===== config.mk =====
export PLATFORM = sky130hd
export DESIGN_NAME = bsms_boot_select
export DESIGN_NICKNAME = d
export VERILOG_FILES = /design/src/rtl/bsms_pkg.sv /design/src/rtl/bsms_boot_select.sv /design/src/rtl/bsms_sync3.sv
export SDC_FILE = /design/constraint.sdc
export NUM_CORES = 1
export LEC_CHECK = 0
export BUFFER_PORTS_ARGS = -buffer_cell sky130_fd_sc_hd__buf_2
export CAP_MARGIN = 20
export CORE_AREA = 10 10 83 85
export DETAILED_ROUTE_END_ITERATION = 8
export DIE_AREA = 0 0 93 95
export PLACE_DENSITY = 0.69
export SYNTH_ARGS = -nofsm -noshare
export SYNTH_HDL_FRONTEND = slang
export SYNTH_HIERARCHICAL = 1
export SYNTH_SLANG_ARGS = --single-unit

===== constraint.sdc =====
create_clock -name ref_clk -period 1.8 [get_ports ref_clk]
set_input_delay 0.36 -clock ref_clk [delete_from_list [all_inputs] [get_ports ref_clk]]
set_output_delay 0.36 -clock ref_clk [all_outputs]
set_load 0.02 [all_outputs]

===== src/rtl/bsms_pkg.sv =====
package bsms_pkg;

   // ----------------------------------------
   // Strap field widths and positions
   // ----------------------------------------
   localparam int unsigned OPT_W        = 3;
   localparam int unsigned XTAL_W       = 3;
   localparam int unsigned BOOT_SRC_POS = 0;   // Bit 0 of the strap port
   localparam int unsigned OPT_LSB      = 1;   // Bits 3:1 of the strap port
   localparam int unsigned STRAP_W      = 4;

   // ----------------------------------------
   // Boot source and option codes
   // ----------------------------------------
   localparam logic          BOOT_INTERNAL  = 1'h1;
   localparam logic [2:0]    OPT_NOR_A      = 3'h0;
   localparam logic [2:0]    OPT_NOR_B      = 3'h1;
   localparam logic [2:0]    OPT_SPI_SLAVE  = 3'h2;
   localparam logic [2:0]    OPT_NAND       = 3'h3;
   localparam logic [2:0]    OPT_NAND_IDE   = 3'h4;
   localparam logic [2:0]    OPT_UART_A     = 3'h5;
   localparam logic [2:0]    OPT_UART_B     = 3'h6;
   localparam logic [2:0]    OPT_UART_DIAG  = 3'h7;

   // ----------------------------------------
   // Crystal strap codes and frequencies (MHz)
   // ----------------------------------------
   localparam logic [2:0]    XTAL_CODE_24   = 3'h0;
   localparam logic [2:0]    XTAL_CODE_20   = 3'h1;
   localparam logic [2:0]    XTAL_CODE_13   = 3'h2;
   localparam logic [2:0]    XTAL_CODE_12   = 3'h3;
   localparam logic [2:0]    XTAL_CODE_10   = 3'h4;
   localparam logic [4:0]    XTAL_MHZ_24    = 5'h18;
   localparam logic [4:0]    XTAL_MHZ_20    = 5'h14;
   localparam logic [4:0]    XTAL_MHZ_13    = 5'h0d;
   localparam logic [4:0]    XTAL_MHZ_12    = 5'h0c;
   localparam logic [4:0]    XTAL_MHZ_10    = 5'h0a;

   // ----------------------------------------
   // Key scan timing
   // ----------------------------------------
   localparam int unsigned CLK_PERIOD_NS  = 10;
   localparam int unsigned KEY_DRIVE_NS   = 1000;  // Drive time per level
   localparam int unsigned KEY_DRIVE_CYC  =
      (KEY_DRIVE_NS + CLK_PERIOD_NS - 1) / CLK_PERIOD_NS;
   localparam int unsigned KEY_CNT_W      = 8;

   // ----------------------------------------
   // Types
   // ----------------------------------------
   typedef enum logic [3:0] {
      BSMS_EXT_FLASH,
      BSMS_NOR_A,
      BSMS_NOR_B,
      BSMS_SPI_SLAVE,
      BSMS_NAND,
      BSMS_IDE,
      BSMS_DEV_MODE,
      BSMS_UART,
      BSMS_UART_DIAG,
      BSMS_RESERVED
   } bsms_dev_e;

endpackage


===== src/rtl/bsms_boot_select.sv =====
`timescale 1ns/1ps
`default_nettype none

// What this block does
// - Boot strap bit 0 picks internal ROM when 1, external flash when 0.
// - Internal boot takes its option from the three-bit option strap field.
// - Base ROM: 0 NOR, 1 reserved, 2 SPI slave, 3/4 NAND, 5/6 UART, 7 diag.
// - Extended ROM: 0/1 NOR A/B, 2 slave, 3 NAND, 4 IDE, 5 dev, 6 UART, 7 diag.
// - Extended differs for codes 1, 4 and 5, giving NOR B, IDE and dev; NAND stays on code 3.
// - Key scan drives the key pin low then high and samples the sense pin.
// - USB update starts only on extended ROM with USB present and key pressed or no boot dev.
// - Crystal straps decode to 24, 20, 13, 12, 10 MHz, others give 24 MHz.
// - Crystal straps are read first, before any boot device is tried.
// - Sampling hardware is the same for both ROM versions.

module bsms_boot_select
   import bsms_pkg::*;
(
   // Clock and reset
   input  wire logic                     ref_clk,
   input  wire logic                     rst_n,
   // Strap pins
   input  wire logic [bsms_pkg::STRAP_W-1:0] strapPins,
   input  wire logic [bsms_pkg::XTAL_W-1:0]  xtalPins,
   // ROM version select, 1 for extended
   input  wire logic                     extendedRomVersion,
   // Update key pins
   input  wire logic                     keySense,
   output logic                          keyDrive,
   output logic                          keyDriveOe,
   // System status
   input  wire logic                     usbPresent,
   input  wire logic                     noBootDevice,
   // Decoded results
   output logic                          stapsValid,
   output logic                          internalBoot,
   output logic [bsms_pkg::OPT_W-1:0]    bootOption,
   output bsms_pkg::bsms_dev_e           bootDevice,
   output logic                          smallBigBlock,
   output logic [4:0]                    xtalMhz,
   output logic                          keyPressed,
   output logic                          usbUpdate
);
   import bsms_pkg::*;

   // ----------------------------------------
   // Pin synchronisers
   // ----------------------------------------
   logic [STRAP_W-1:0] strapSync;
   logic [XTAL_W-1:0]  xtalSync;
   logic               keySync;

   bsms_sync3 #(.W(STRAP_W + XTAL_W + 1)) u_sync (
      .ref_clk (ref_clk),
      .rst_n   (rst_n),
      .pinIn   ({keySense, xtalPins, strapPins}),
      .pinOut  ({keySync, xtalSync, strapSync})
   );

   // ----------------------------------------
   // Sequencer
   // ----------------------------------------
   typedef enum logic [2:0] {
      ST_SETTLE, ST_XTAL, ST_STRAP, ST_KEY_LO, ST_KEY_HI, ST_DONE
   } bsms_state_e;

   bsms_state_e        state;
   logic [KEY_CNT_W-1:0] cnt;
   logic [2:0]         settle;
   logic               senseLo;
   logic [OPT_W-1:0]   opt;

   localparam logic [KEY_CNT_W-1:0] KEY_LAST =
      KEY_CNT_W'(KEY_DRIVE_CYC - 1);

   assign opt = strapSync[OPT_LSB +: OPT_W];

   // Settle counter lets the synchroniser fill after reset
   always_ff @(posedge ref_clk) begin
      if (!rst_n) begin
         settle <= 3'h0;
      end else if (state == ST_SETTLE) begin
         settle <= settle + 3'h1;
      end
   end

   // Step through crystal, straps, then the key scan
   always_ff @(posedge ref_clk) begin
      if (!rst_n) begin
         state <= ST_SETTLE;
         cnt   <= '0;
      end else begin
         unique case (state)
            ST_SETTLE: begin
               if (settle == 3'h7) begin
                  state <= ST_XTAL;
               end
            end
            ST_XTAL:   state <= ST_STRAP;
            ST_STRAP:  state <= ST_KEY_LO;
            ST_KEY_LO: begin
               if (cnt == KEY_LAST) begin
                  cnt   <= '0;
                  state <= ST_KEY_HI;
               end else begin
                  cnt <= cnt + 1'b1;
               end
            end
            ST_KEY_HI: begin
               if (cnt == KEY_LAST) begin
                  cnt   <= '0;
                  state <= ST_DONE;
               end else begin
                  cnt <= cnt + 1'b1;
               end
            end
            ST_DONE:   state <= ST_DONE;
         endcase
      end
   end

   // ----------------------------------------
   // Crystal frequency decode
   // ----------------------------------------
   always_ff @(posedge ref_clk) begin
      if (!rst_n) begin
         xtalMhz <= XTAL_MHZ_24;
      end else if (state == ST_XTAL) begin
         case (xtalSync)
            XTAL_CODE_24: xtalMhz <= XTAL_MHZ_24;
            XTAL_CODE_20: xtalMhz <= XTAL_MHZ_20;
            XTAL_CODE_13: xtalMhz <= XTAL_MHZ_13;
            XTAL_CODE_12: xtalMhz <= XTAL_MHZ_12;
            XTAL_CODE_10: xtalMhz <= XTAL_MHZ_10;
            default:      xtalMhz <= XTAL_MHZ_24;
         endcase
      end
   end

   // ----------------------------------------
   // Boot strap capture and decode
   // ----------------------------------------
   always_ff @(posedge ref_clk) begin
      if (!rst_n) begin
         internalBoot  <= 1'b0;
         bootOption    <= '0;
         bootDevice    <= BSMS_EXT_FLASH;
         smallBigBlock <= 1'b0;
      end else if (state == ST_STRAP) begin
         internalBoot  <= (strapSync[BOOT_SRC_POS] == BOOT_INTERNAL);
         bootOption    <= opt;
         smallBigBlock <= 1'b0;
         if (strapSync[BOOT_SRC_POS] != BOOT_INTERNAL) begin
            bootDevice <= BSMS_EXT_FLASH;
         end else if (!extendedRomVersion) begin
            unique case (opt)
               OPT_NOR_A:     bootDevice <= BSMS_NOR_A;
               OPT_NOR_B:     bootDevice <= BSMS_RESERVED;
               OPT_SPI_SLAVE: bootDevice <= BSMS_SPI_SLAVE;
               OPT_NAND, OPT_NAND_IDE: begin
                  bootDevice    <= BSMS_NAND;
                  smallBigBlock <= 1'b1;
               end
               OPT_UART_A, OPT_UART_B: bootDevice <= BSMS_UART;
               OPT_UART_DIAG: bootDevice <= BSMS_UART_DIAG;
            endcase
         end else begin
            unique case (opt)
               OPT_NOR_A:     bootDevice <= BSMS_NOR_A;
               OPT_NOR_B:     bootDevice <= BSMS_NOR_B;
               OPT_SPI_SLAVE: bootDevice <= BSMS_SPI_SLAVE;
               OPT_NAND:      bootDevice <= BSMS_NAND;
               OPT_NAND_IDE:  bootDevice <= BSMS_IDE;
               OPT_UART_A:    bootDevice <= BSMS_DEV_MODE;
               OPT_UART_B:    bootDevice <= BSMS_UART;
               OPT_UART_DIAG: bootDevice <= BSMS_UART_DIAG;
            endcase
         end
      end
   end

   // ----------------------------------------
   // Update key scan
   // ----------------------------------------
   // Drive low, then high; key closed means sense follows drive
   always_ff @(posedge ref_clk) begin
      if (!rst_n) begin
         keyDrive   <= 1'b0;
         keyDriveOe <= 1'b0;
      end else begin
         keyDrive   <= (state == ST_KEY_HI) &&
                       !(cnt == KEY_LAST);
         keyDriveOe <= ((state == ST_KEY_LO) || (state == ST_KEY_HI)) &&
                       !((state == ST_KEY_HI) && (cnt == KEY_LAST));
      end
   end

   // Sample sense at end of each drive level
   always_ff @(posedge ref_clk) begin
      if (!rst_n) begin
         senseLo    <= 1'b1;
         keyPressed <= 1'b0;
      end else begin
         if (state == ST_KEY_LO && cnt == KEY_LAST) begin
            senseLo <= keySync;
         end
         if (state == ST_KEY_HI && cnt == KEY_LAST) begin
            keyPressed <= !senseLo && keySync;
         end
      end
   end

   // ----------------------------------------
   // USB update decision and valid flag
   // ----------------------------------------
   always_ff @(posedge ref_clk) begin
      if (!rst_n) begin
         usbUpdate  <= 1'b0;
         stapsValid <= 1'b0;
      end else begin
         stapsValid <= (state == ST_DONE);
         usbUpdate  <= (state == ST_DONE) && extendedRomVersion &&
                       usbPresent && (keyPressed || noBootDevice);
      end
   end

endmodule // bsms_boot_select

`default_nettype wire


===== src/rtl/bsms_sync3.sv =====
`timescale 1ns/1ps
`default_nettype none

// Three-stage pin synchroniser; output moves when stages two and three agree
module bsms_sync3 #(
   parameter int unsigned W = 1
) (
   // Clock and reset
   input  wire logic         ref_clk,
   input  wire logic         rst_n,
   // Pin side
   input  wire logic [W-1:0] pinIn,
   // Clean side
   output logic      [W-1:0] pinOut
);

   logic [W-1:0] s1;
   logic [W-1:0] s2;
   logic [W-1:0] s3;

   // Shift chain and agreement filter, one per bit
   genvar i;
   generate
      for (i = 0; i < W; i++) begin : g_bit
         always_ff @(posedge ref_clk) begin
            if (!rst_n) begin
               s1[i]     <= 1'b0;
               s2[i]     <= 1'b0;
               s3[i]     <= 1'b0;
               pinOut[i] <= 1'b0;
            end else begin
               s1[i] <= pinIn[i];
               s2[i] <= s1[i];
               s3[i] <= s2[i];
               if (s2[i] == s3[i]) begin
                  pinOut[i] <= s3[i];
               end
            end
         end
      end
   endgenerate

endmodule // bsms_sync3

`default_nettype wire


==> flow_metrics.tcl <==
set metrics [dict create \
    clock-skew-final_ns 0.005750 \
    drv_slew 0 \
    die_h_um 95 \
    cp-end-kind "flop" \
    drtAntennaViolNets 0 \
    worstSetupPathType "flop to flop" \
    arrival_ns 1.84 \
    rsz0062_at_grt "false" \
    yosysWarnings 6 \
    cp-start-kind "flop" \
    start_util_pct 47.77 \
    firstDrtPassIters 4 \
    min_period_ns 1.629 \
    grt_pass1_wl_um 8252 \
    peakVddDrop_v 0.0004567 \
    syn-num-nets 289 \
    critPathRequiredTime_ns 2.01 \
    syn_avg_cell_area_sq_um 9.515 \
    cts.sinks 66 \
    gr-total-overflow 0 \
    dpl.hpwl_um 3345 \
    ys_seq_area_share_pct 51.82 \
    cts_tree "done" \
    clk-insertion-delay-late_ns 0.34 \
    antenna_found_initial 0 \
    yosys.cell_types.count 43 \
    status "finished clean" \
    finalWeightedCongestion 0.8692 \
    antennaDiodeCount 0 \
    grt_usage_pct 11.61 \
    coreArea_sq_mm 0.005338 \
    htreeDepth 3 \
    clockBufferDepth 2 \
    timing.fmax_ghz 0.6140 \
    io_pins 32 \
    leakage_nw 1.220 \
    via_count 1939 \
    drv_cap 0 \
    synth_flop_cell "dfxtp_1" \
    ys_ff_latch 66 \
    dieArea_sq_mm 0.008835 \
    root_buffer "clkbuf_8" \
    cts_buffers 9 \
    timing.hold.ws_ns 0.2268 \
    port_buffers 31 \
    clk_pin_slew_worst_paths_ns 0.07 \
    wirelength_um 4759 \
    postLayoutCellArea_sq_mm 0.002962 \
    power_density_mw_per_mm2 936.9 \
    worst_pin_slew_ns 0.5463 \
    async_reset_ff_share_pct 0 \
    fin_crit_sh_pct 90.48 \
    finalHoldViolCount 0 \
    syn2layout_area_growth_pct 16.14 \
    grt_pass1_vias 1835 \
    rows 27 \
    rrSetupSlack_ns 0.17 \
    dr.first_iter.drc_count 104 \
    layout_commonest_cell "dfxtp_1" \
    drive_above_1_share_pct 20.52 \
    via_per_inst 5.116 \
    final_cell_mix "dfxtp_1 (63), nand2_1 (33), buf_2 (31)" \
    synth_cells 268 \
    grt_max_degree 24 \
    cp_max_fo 8 \
    dieWidth_um 93 \
    setup_ws_ns 0.1714 \
    drc 0 \
    fin_nets 324 \
    relSlewSlack_pct 63.30 \
    setup_violations 0 \
    syn_area_sq_mm 0.002550 \
    dp_slack_ns 0.1700 \
    synth-edff-count 0 \
    wire_per_inst_um 12.56 \
    setup_tns_ns 0 \
    placed_area_sq_mm 0.002773 \
    hp-class "primary input to flop" \
]
synth_stat cells (all sizes together) (4+ instances only):
cell,n,area (sq um)
o21ai,16,80.08
dfxtp,66,1321
clkbuf,6,25.02
buf,6,35.03
and2,27,168.9
ha,8,100.1
a21oi,21,105.1
a21boi,8,82.57
inv,4,15.01
nand2,33,123.9
nor2,17,63.81
nand3,11,55.05
path summary, 6_finish.rpt:
check	startpoint	cells past startpoint	end
max reg2reg	u_sync/pinOut[1]	5	bootDevice[2]
min	strapPins[1]	2	u_sync/s1[1]
min reg2reg	u_sync/s1[6]	1	u_sync/s2[6]
max	u_sync/pinOut[1]	5	bootDevice[2]
report_power, final:
part | switching [mW] | internal (mW) | total [mW]
Sequential | 0.0144 | 1.49 | 1.51
Clock | 0.516 | 0.666 | 1.18
Combinational | 0.0440 | 0.0431 | 0.0871
final cells by class:
type                       instances  area, sq um
sequential                        66         1325
tap                               72        90.09
fill                             509         2376
clock inverter                     3        40.04
clock buffer                      12        145.1
timing repair buffer              36        192.7
inverter                           4        15.01
multi-input combinational        186         1154
worst max-delay path, cell delays in order, from the launching register on:
cell and delay (ns):
dfxtp_1 0.46, inv_1 0.10, ha_1 0.22, mux2_2 0.28, o311ai_0 0.31, o21ai_0 0.14
sequential cells by signal, indices dropped and copies added, names as in the netlist:
name,cells
smallBigBlock,1
bootOption,3
settle,3
usbUpdate,1
bootDevice,4
u_sync/s2,8
keyDrive,1
senseLo,1
state,3
u_sync/s3,8
keyDriveOe,1
stapsValid,1
u_sync/pinOut,8
keyPressed,1
cnt,8
u_sync/s1,8
internalBoot,1
xtalMhz,5
layer usage:
layer / vias up / track usage [%] / wire, um
met5: - / 0 / 0
met4: 0 / 6.170 / 80
met3: 9 / 4.837 / 303
met2: 47 / 17.46 / 2072
met1: 894 / 13.88 / 2303
li1: 989 / - / -
per-stage QoR:
stage                     total power, mW  instances  util, %
after global placement              1.623        364    51.95
after floorplan                     1.595        268        -
after global routing                2.893        379    55.49
after CTS                           2.812        379    55.41
final                               2.775        379    55.49
after detailed placement            1.627        364    51.95
kinds of logic after synthesis:
logic type                 synth area share, %
and+or+nand+nor                          22.96
xor gates and xnor gates                 1.031
DFF                                      51.82
buffers and inverters                    2.944
adders and majority gates                3.926
muxes                                    1.619
AOI/OAI and AO/OA                        15.70
timing repair:
action,in CTS,in global routing
endpoints found under the setup margin,0,2
hold buffers,0,0
gates resized for setup,0,3
buffers inserted,0,0
Power figures use the tool's default switching activity.
